--- src/common/ddi_pkg.sv ---
// constants and types for the descriptor intake block
`default_nettype none
package ddi_pkg;
	localparam int STD_WORDS = 4;
	localparam int EXT_WORDS = 8;
	localparam int WORD_BITS = 32;
	localparam int BYTE_BITS = 8;
	localparam int EXT_BITS = EXT_WORDS * WORD_BITS;
	// byte offsets inside a descriptor
	localparam int OFS_SRC_LO = 'h00;
	localparam int OFS_DST_LO = 'h04;
	localparam int OFS_LEN = 'h08;
	localparam int OFS_SEQ_BURST = 'h0C;
	localparam int OFS_STRIDE = 'h10;
	localparam int OFS_SRC_HI = 'h14;
	localparam int OFS_DST_HI = 'h18;
	localparam int OFS_CTRL_STD = 'h0C;
	localparam int OFS_CTRL_EXT = 'h1C;
	// field positions
	localparam int SEQ_LSB = 0;
	localparam int SEQ_W = 16;
	localparam int RD_BURST_LSB = 16;
	localparam int WR_BURST_LSB = 24;
	localparam int BURST_W = 8;
	localparam int RD_STRIDE_LSB = 0;
	localparam int WR_STRIDE_LSB = 16;
	localparam int STRIDE_W = 16;
	localparam int COMMIT_BIT = 31;
	// burst limits
	localparam int BURST_CNT_W = 11;
	localparam int MAX_BURST_DEFAULT = 1024;
	localparam int MAX_BURST_LIMIT = 1024;
	localparam logic [10:0] BURST_CAP = 11'h080;
	// reset and special values
	localparam logic [15:0] STRIDE_SEQUENTIAL = 16'h0001;
	localparam logic [31:0] STRIDE_PAIR_RESET = 32'h0001_0001;
	localparam logic [31:0] LEN_UNLIMITED = 32'hFFFF_FFFF;
	localparam int HOST_DATA_BYTES_DEFAULT = 4;
	localparam int HOST_DATA_BYTES_LIMIT = 128;
	typedef enum logic [1:0] {
		DDI_MM_TO_MM = 2'h0,
		DDI_MM_TO_ST = 2'h1,
		DDI_ST_TO_MM = 2'h2
	} ddi_mode_t;
	typedef enum logic [1:0] {
		DDI_SLOT_EMPTY = 2'b01,
		DDI_SLOT_FULL  = 2'b10
	} ddi_slot_t;
endpackage
`default_nettype wire

--- src/core/ddi_intake.sv ---
// descriptor intake: byte-lane staging, commit, decode and hand-off to the hosts
// Behaviour
// - port is 128 bits standard, 256 extended
// - standard words: source, destination, length, control
// - offset 0xC: sequence, read burst, write burst
// - every byte lane written independently by enables
// - control top bit commits; earlier writes stay staged
// - commit is control bit 31, written last
// - control is the last descriptor word
// - address unused by the mode is ignored
// - upper address words only in extended format
// - length gives bytes per descriptor
// - length caps packet; all ones is unlimited
// - sequence number tracked per host, readable
// - burst fields eight bits, valid 1 to 128
// - zero burst becomes configured maximum, up to 1024
// - burst above 128 gives 128
// - programmable burst enabled per host
// - strides at 0x10, counted in host words
// - stride defaults to one word
// - stride zero repeats, two skips words
// - source and destination strides kept independently
`timescale 1ns/1ps
`default_nettype none
module ddi_intake #(
	parameter bit                 EXTENDED        = 1'b1,
	parameter ddi_pkg::ddi_mode_t MODE            = ddi_pkg::DDI_MM_TO_MM,
	parameter bit                 PROG_BURST_RD   = 1'b1,
	parameter bit                 PROG_BURST_WR   = 1'b1,
	parameter bit                 STRIDE_EN       = 1'b1,
	parameter int                 MAX_BURST       = ddi_pkg::MAX_BURST_DEFAULT,
	parameter int                 HOST_DATA_BYTES = ddi_pkg::HOST_DATA_BYTES_DEFAULT,
	localparam int                WORDS           = EXTENDED ? ddi_pkg::EXT_WORDS : ddi_pkg::STD_WORDS,
	localparam int                PB              = WORDS * 4,
	localparam int                PW              = PB * ddi_pkg::BYTE_BITS
) (
	input  wire logic          clk,
	input  wire logic          reset,
	input  wire logic          agent_write,
	input  wire logic [PB-1:0] agent_byteenable,
	input  wire logic [PW-1:0] agent_writedata,
	output logic               agent_waitrequest,
	input  wire logic          rd_desc_ready,
	input  wire logic          wr_desc_ready,
	output logic               rd_desc_valid,
	output logic               wr_desc_valid,
	output logic [63:0]        desc_src_addr,
	output logic [63:0]        desc_dst_addr,
	output logic [31:0]        desc_length,
	output logic               desc_length_unlimited,
	output logic [31:0]        desc_control,
	output logic [15:0]        desc_seq,
	output logic [10:0]        desc_rd_burst,
	output logic [10:0]        desc_wr_burst,
	output logic [31:0]        desc_rd_stride_bytes,
	output logic [31:0]        desc_wr_stride_bytes,
	output logic [15:0]        rd_seq_status,
	output logic [15:0]        wr_seq_status
);
	localparam int CTRL_OFS = EXTENDED ? ddi_pkg::OFS_CTRL_EXT : ddi_pkg::OFS_CTRL_STD;
	localparam int CTRL_LANE = CTRL_OFS + 3;
	localparam int STRIDE_SHIFT = $clog2(HOST_DATA_BYTES);
	localparam logic [10:0] MAX_BURST_L = 11'(MAX_BURST);
	localparam bit USES_RD = (MODE != ddi_pkg::DDI_ST_TO_MM);
	localparam bit USES_WR = (MODE != ddi_pkg::DDI_MM_TO_ST);
	localparam bit BURST_RD_ON = EXTENDED && PROG_BURST_RD;
	localparam bit BURST_WR_ON = EXTENDED && PROG_BURST_WR;
	localparam bit STRIDE_ON = EXTENDED && STRIDE_EN;

	generate
		if (MAX_BURST < 1 || MAX_BURST > ddi_pkg::MAX_BURST_LIMIT ||
				HOST_DATA_BYTES < 1 || HOST_DATA_BYTES > ddi_pkg::HOST_DATA_BYTES_LIMIT ||
				(HOST_DATA_BYTES & (HOST_DATA_BYTES - 1)) != 0 ||
				MODE == 2'h3) begin : g_bad_cfg
			$error("ddi_intake: unsupported parameter values");
		end
	endgenerate

	// zero or disabled takes the maximum
	function automatic logic [10:0] eff_burst(input logic [7:0] raw, input logic en);
		if (!en || raw == 8'h00) begin
			return MAX_BURST_L;
		end else if ({3'h0, raw} > ddi_pkg::BURST_CAP) begin
			return ddi_pkg::BURST_CAP;
		end else begin
			return {3'h0, raw};
		end
	endfunction

	// words scaled to bytes by host width
	function automatic logic [31:0] stride_bytes(input logic [15:0] raw, input logic en);
		logic [15:0] s;
		s = en ? raw : ddi_pkg::STRIDE_SEQUENTIAL;
		// zero and two kept as written
		return {16'h0000, s} << STRIDE_SHIFT;
	endfunction

	function automatic logic [63:0] addr_at(input logic [ddi_pkg::EXT_BITS-1:0] f, input int lo_ofs,
			input int hi_ofs, input bit used);
		logic [31:0] hi;
		// standard format drops the high word, so addresses alias low
		hi = EXTENDED ? f[hi_ofs*8 +: 32] : 32'h0000_0000;
		if (!used) begin
			return 64'h0000_0000_0000_0000;
		end
		return {hi, f[lo_ofs*8 +: 32]};
	endfunction

	function automatic logic [PW-1:0] stage_init();
		logic [PW-1:0] v;
		v = '0;
		for (int i = 0; i < PW; i++) begin
			if (STRIDE_ON && i >= ddi_pkg::OFS_STRIDE * 8 && i < ddi_pkg::OFS_STRIDE * 8 + 32) begin
				v[i] = ddi_pkg::STRIDE_PAIR_RESET[i - ddi_pkg::OFS_STRIDE * 8];
			end
		end
		return v;
	endfunction

	logic [PW-1:0]                stage_ff;
	logic [PW-1:0]                merged;
	logic [ddi_pkg::EXT_BITS-1:0] full;
	logic                         wr_accept;
	logic                         commit;
	ddi_pkg::ddi_slot_t           slot_ff;
	ddi_pkg::ddi_slot_t           nxt_slot;
	logic                         nxt_rd_valid;
	logic                         nxt_wr_valid;
	logic                         waitrequest_ff;
	logic                         rd_valid_ff;
	logic                         wr_valid_ff;
	logic [63:0]                  src_ff;
	logic [63:0]                  dst_ff;
	logic [31:0]                  len_ff;
	logic                         unlim_ff;
	logic [31:0]                  ctrl_ff;
	logic [15:0]                  seq_ff;
	logic [10:0]                  rd_burst_ff;
	logic [10:0]                  wr_burst_ff;
	logic [31:0]                  rd_stride_ff;
	logic [31:0]                  wr_stride_ff;
	logic [15:0]                  rd_seq_ff;
	logic [15:0]                  wr_seq_ff;

	// writes wait while the slot is held
	assign wr_accept = agent_write && !waitrequest_ff;

	always_comb begin
		for (int b = 0; b < PB; b++) begin
			merged[b*8 +: 8] = agent_byteenable[b] ? agent_writedata[b*8 +: 8] : stage_ff[b*8 +: 8];
		end
		full = (ddi_pkg::EXT_BITS)'(merged);
	end

	// commit on bit 31 of the last word
	always_comb begin
		commit = wr_accept && agent_byteenable[CTRL_LANE] &&
			agent_writedata[CTRL_OFS*8 + ddi_pkg::COMMIT_BIT];
	end

	always_ff @(posedge clk) begin
		if (reset) begin
			stage_ff <= stage_init();
		end else if (wr_accept) begin
			stage_ff <= merged;
		end
	end

	always_comb begin
		nxt_rd_valid = rd_valid_ff;
		nxt_wr_valid = wr_valid_ff;
		if (rd_valid_ff && rd_desc_ready) begin
			nxt_rd_valid = 1'b0;
		end
		if (wr_valid_ff && wr_desc_ready) begin
			nxt_wr_valid = 1'b0;
		end
		if (commit) begin
			nxt_rd_valid = USES_RD;
			nxt_wr_valid = USES_WR;
		end
		case (slot_ff)
			ddi_pkg::DDI_SLOT_EMPTY: nxt_slot = commit ? ddi_pkg::DDI_SLOT_FULL : ddi_pkg::DDI_SLOT_EMPTY;
			ddi_pkg::DDI_SLOT_FULL: begin
				nxt_slot = (nxt_rd_valid || nxt_wr_valid) ? ddi_pkg::DDI_SLOT_FULL : ddi_pkg::DDI_SLOT_EMPTY;
			end
			default: nxt_slot = ddi_pkg::DDI_SLOT_EMPTY;
		endcase
	end

	// one slot stands in for the dispatcher buffer: depth traded for area, so writes stall more often
	// stall while the buffer holds a descriptor
	always_ff @(posedge clk) begin
		if (reset) begin
			slot_ff <= ddi_pkg::DDI_SLOT_EMPTY;
			waitrequest_ff <= 1'b0;
			rd_valid_ff <= 1'b0;
			wr_valid_ff <= 1'b0;
		end else begin
			slot_ff <= nxt_slot;
			waitrequest_ff <= (nxt_slot == ddi_pkg::DDI_SLOT_FULL);
			rd_valid_ff <= nxt_rd_valid;
			wr_valid_ff <= nxt_wr_valid;
		end
	end

	always_ff @(posedge clk) begin
		if (reset) begin
			src_ff <= 64'h0000_0000_0000_0000;
			dst_ff <= 64'h0000_0000_0000_0000;
		end else if (commit) begin
			src_ff <= addr_at(full, ddi_pkg::OFS_SRC_LO, ddi_pkg::OFS_SRC_HI, USES_RD);
			dst_ff <= addr_at(full, ddi_pkg::OFS_DST_LO, ddi_pkg::OFS_DST_HI, USES_WR);
		end
	end

	// decode is captured only at commit, so partial edits never leak out
	always_ff @(posedge clk) begin
		if (reset) begin
			len_ff <= 32'h0000_0000;
			unlim_ff <= 1'b0;
			ctrl_ff <= 32'h0000_0000;
		end else if (commit) begin
			len_ff <= full[ddi_pkg::OFS_LEN*8 +: 32];
			// all ones lifts the packet cap
			unlim_ff <= (full[ddi_pkg::OFS_LEN*8 +: 32] == ddi_pkg::LEN_UNLIMITED);
			ctrl_ff <= full[CTRL_OFS*8 +: 32];
		end
	end

	// sequence and bursts share one word
	always_ff @(posedge clk) begin
		if (reset) begin
			seq_ff <= 16'h0000;
			rd_burst_ff <= MAX_BURST_L;
			wr_burst_ff <= MAX_BURST_L;
		end else if (commit) begin
			seq_ff <= EXTENDED ? full[ddi_pkg::OFS_SEQ_BURST*8 + ddi_pkg::SEQ_LSB +: ddi_pkg::SEQ_W] : 16'h0000;
			rd_burst_ff <= eff_burst(full[ddi_pkg::OFS_SEQ_BURST*8 + ddi_pkg::RD_BURST_LSB +: ddi_pkg::BURST_W],
				BURST_RD_ON);
			wr_burst_ff <= eff_burst(full[ddi_pkg::OFS_SEQ_BURST*8 + ddi_pkg::WR_BURST_LSB +: ddi_pkg::BURST_W],
				BURST_WR_ON);
		end
	end

	always_ff @(posedge clk) begin
		if (reset) begin
			rd_stride_ff <= stride_bytes(ddi_pkg::STRIDE_SEQUENTIAL, 1'b0);
			wr_stride_ff <= stride_bytes(ddi_pkg::STRIDE_SEQUENTIAL, 1'b0);
		end else if (commit) begin
			rd_stride_ff <= stride_bytes(full[ddi_pkg::OFS_STRIDE*8 + ddi_pkg::RD_STRIDE_LSB +: ddi_pkg::STRIDE_W],
				STRIDE_ON);
			wr_stride_ff <= stride_bytes(full[ddi_pkg::OFS_STRIDE*8 + ddi_pkg::WR_STRIDE_LSB +: ddi_pkg::STRIDE_W],
				STRIDE_ON);
		end
	end

	// each host latches the sequence it took
	always_ff @(posedge clk) begin
		if (reset) begin
			rd_seq_ff <= 16'h0000;
			wr_seq_ff <= 16'h0000;
		end else begin
			if (rd_valid_ff && rd_desc_ready) begin
				rd_seq_ff <= seq_ff;
			end
			if (wr_valid_ff && wr_desc_ready) begin
				wr_seq_ff <= seq_ff;
			end
		end
	end

	assign agent_waitrequest = waitrequest_ff;
	assign rd_desc_valid = rd_valid_ff;
	assign wr_desc_valid = wr_valid_ff;
	assign desc_src_addr = src_ff;
	assign desc_dst_addr = dst_ff;
	assign desc_length = len_ff;
	assign desc_length_unlimited = unlim_ff;
	assign desc_control = ctrl_ff;
	assign desc_seq = seq_ff;
	assign desc_rd_burst = rd_burst_ff;
	assign desc_wr_burst = wr_burst_ff;
	assign desc_rd_stride_bytes = rd_stride_ff;
	assign desc_wr_stride_bytes = wr_stride_ff;
	assign rd_seq_status = rd_seq_ff;
	assign wr_seq_status = wr_seq_ff;
endmodule // ddi_intake
`default_nettype wire

--- config.mk ---
export PLATFORM = sky130hd
export DESIGN_NAME = ddi_intake
export DESIGN_NICKNAME = d
export VERILOG_FILES = /design/src/common/ddi_pkg.sv /design/src/core/ddi_intake.sv
export SDC_FILE = /design/constraint.sdc
export NUM_CORES = 1
export LEC_CHECK = 0
export CORE_AREA = 2 2 244 246
export DETAILED_ROUTE_END_ITERATION = 16
export DIE_AREA = 0 0 246 248
export DONT_BUFFER_PORTS = 1
export PLACE_DENSITY = 0.53
export SYNTH_ARGS = -nofsm -noshare
export SYNTH_HDL_FRONTEND = slang
export SYNTH_SLANG_ARGS = --single-unit
--- constraint.sdc ---
create_clock -name clk -period 4.75 [get_ports clk]
set_clock_uncertainty 0.15 [all_clocks]
set_input_delay 0.2375 -clock clk [delete_from_list [all_inputs] [get_ports clk]]
set_output_delay 0.2375 -clock clk [all_outputs]
set_load 0.02 [all_outputs]
==> flow_summary.json <==
{
  "power.total_mw": 10.9,
  "post_cts.resized_instances": 0,
  "cap_viol_max_count": 0,
  "crit_path_start_kind": "flip-flop",
  "synthesized_area_sq_um": 21900,
  "vias_per_cell": 5.26,
  "cts-buffers-inserted": 60,
  "antenna_violating_nets_post_route": 0,
  "leakage_component_of_the_power_nw": 11.7,
  "antenna_found_initial": 15,
  "peak_supply_drop_mv": 0.312,
  "post_synth_num_cell_types": 37,
  "post_drt_wl_per_cell_microns": 19.2,
  "placement.setup.worst_slack_ns": 1.96,
  "fin_crit_sh_pct": 70.3,
  "io_pins": 623,
  "ys.warnings.count": 0,
  "synth_seq_cells": 544,
  "post-cts-setup-buffers": 0,
  "postSynthAreaPerCell_sq_um": 8.81,
  "design.die.area_sq_um": 61000,
  "dp_hpwl_mm": 44.0,
  "port_buffers": 0,
  "post_synth_inst_count": 2482,
  "htreeDepth": 2,
  "cp.arrival_ns": 3.73,
  "ys.flop_type": "dfxtp_1",
  "grt_setup_unrepaired": "false",
  "worstReg2RegStart": "agent_waitrequest$_SDFF_PP0_",
  "grt_overflow_total": 0,
  "die_h_microns": 248,
  "die_x_microns": 246,
  "areaGrowthSynthToFinish_pct": 37.1,
  "critical_path.endpoint_type": "flip-flop",
  "postRouteWirelength_mm": 72.4,
  "r2r.worst_path.cells": 6,
  "final_cell_area_sq_um": 30000,
  "critical_path.max_fanout": 14,
  "grt_pass1_vias": 19400,
  "cp.required_ns": 5.14,
  "drive_gt1_share_pct": 4.25,
  "seq_area_frac_synth_pct": 49.8,
  "totalNegativeSetupSlack_ns": 0,
  "post_synth_main_area_contributors": "dfxtp_1 (50%), mux2i_1 (12%), a211oi_1 (7.9%)",
  "initial_utilization_pct": 37.4,
  "maxSlewViolCount": 0,
  "synth_async_sr_flop_share_pct": 0,
  "clock_sinks": 544,
  "dr.pass1.iters": 7,
  "gp_congestion": 0.823,
  "drt_drc_violations_left": 0,
  "worst_setup_path_endpoint": "desc_length_unlimited$_SDFFE_PP0P_",
  "utilization_pct": 51.3,
  "min_period_ns": 3.34,
  "crit_path_start": "agent_waitrequest$_SDFF_PP0_",
  "clockRootBuffer": "clkbuf_16",
  "finalWorstSetupSlack_ns": 1.41,
  "clk_latency_ns": 0.60,
  "power_density_nw_per_um2": 364,
  "post-synth-top-area-cell": "dfxtp_1",
  "final_cells": 3773,
  "core-area_sq_um": 58500,
  "synth_enable_flop_cells": 0,
  "critical_path_class": "reg -> reg",
  "grt_first_pass_wirelength_mm": 110,
  "r2r_slack_ns": 1.41,
  "finish.net_count": 3239,
  "place_inst": 3052,
  "final_hold_viol_count": 0,
  "timing.hold.worst.class": "in -> reg",
  "fin_worst_hold_slack_ns": 0.0778,
  "final-setup-viol-count": 0,
  "worst_max_slew_pin_slew_ns": 1.33,
  "worstHoldStart": "agent_write",
  "achievable-frequency_mhz": 300,
  "endpoint_of_the_worst_slack_reg_to_reg_timing_path": "desc_length_unlimited$_SDFFE_PP0P_",
  "detailedRoute.firstIterationViolations": 1075,
  "clock_pin_slew_on_the_worst_setup_and_hold_paths_ns": 0.06,
  "tritoncts": "yes",
  "grt_max_degree": 282,
  "detailed_place.area_sq_um": 22000,
  "ctsLongestPathBuffers": 3,
  "status": "finished, final reports clean",
  "synth_top_area_share_pct": 49.8,
  "std_cell_rows": 89,
  "gr-usage-all-layers_pct": 22.6,
  "dr_total_vias": 19900,
  "slew-limit-headroom_pct": 11.7
}
-- where the power goes --
group          leakage (nW)  switching, mW  internal, mW
clock                 0.929           1.90          2.63
sequential             4.44          0.324          4.80
combinational          6.38          0.624         0.628
-- cells by family after synthesis --
| logic type | count (synthesis) | share of synthesized area [%] |
|---|---|---|
| adders and majority gates | 2 | 0.114 |
| xor gates and xnor gates | 2 | 0.0802 |
| AOI/OAI and AO/OA | 527 | 15.3 |
| muxes | 274 | 12.6 |
| buffers and inverters | 253 | 5.26 |
| DFF | 544 | 49.8 |
| and+or+nand+nor | 879 | 16.8 |
| other | 1 | 0.0172 |
-- cells in the mapped netlist (4+ instances only) --
cell / number
a211o_1: 4
a211oi_1: 230
a21oi_1: 261
a32o_1: 10
buf_1: 14
buf_2: 46
buf_4: 38
clkbuf_1: 152
dfxtp_1: 544
mux2_2: 14
mux2i_1: 260
nand2_1: 339
nand2b_1: 4
nand3_1: 233
nor2_1: 277
nor3_1: 7
o21ai_0: 9
-- cells in the final DEF, fill, tap and decap left out, drive strengths merged, types with 3 or more instances in the layout --
cell type and n:
a211o 4, a211oi 230, a21oi 261, a22oi 3, a311oi 3, a32o 10
buf 13, clkbuf 93, clkinv 9, clkinvlp 5, conb 36, dfxtp 544
diode 9, dlygate4sd3 602, inv 4, mux2 14, mux2i 260, nand2 339
nand2b 4, nand3 233, nor2 277, nor3 7, o21ai 9, o31ai 3
or2 3
-- worst max-delay path, cell delays in order, from the launching register on --
cell and delay (ns):
dfxtp_1 0.40, nor2b_4 0.42, nand3_1 0.54, nor2_1 0.79, nand3_1 0.14, o31ai_1 0.25, dlygate4sd3_1 0.57
-- flip-flops by register name, indices dropped and copies added (netlist names), 32 cells and up --
name / flops
desc_control: 32
desc_dst_addr: 64
desc_length: 32
desc_src_addr: 64
stage_ff: 248
-- area by class of cell --
cell class | count | area (sq um)
diodes | 9 | 22.5
clock buffers | 93 | 1790
clock inverters | 16 | 129
fillers | 5339 | 28500
inverters | 3 | 11.3
multi-input cells | 1720 | 9960
flip-flops and latches | 544 | 10900
well taps | 773 | 967
repair buffers | 615 | 6210
-- what timing repair did --
| action | 4_1_cts | 5_1_grt |
|---|---|---|
| endpoints found under the setup margin | 0 | 0 |
| hold buffers | 603 | 0 |
| hold endpoints to repair | 544 | 0 |
-- worst min-delay path by stage --
stage	end	cells past startpoint
CTS	desc_wr_stride_bytes[13]$_SDFFE_PP0P_	3
detailed placement	stage_ff[133]$_SDFFE_PP0N_	1
global placement	stage_ff[135]$_SDFFE_PP0N_	1
global route	desc_wr_stride_bytes[14]$_SDFFE_PP0P_	3
finish	desc_wr_stride_bytes[10]$_SDFFE_PP0P_	3
floorplan	desc_control[24]$_SDFFE_PP0P_	2
-- metal layers --
layer,wire length (microns),track usage (%)
met1,27800,26.1
met2,34900,38.0
met3,6620,7.61
met4,2970,9.88
met5,76,0
Power figures use the tool's default switching activity.
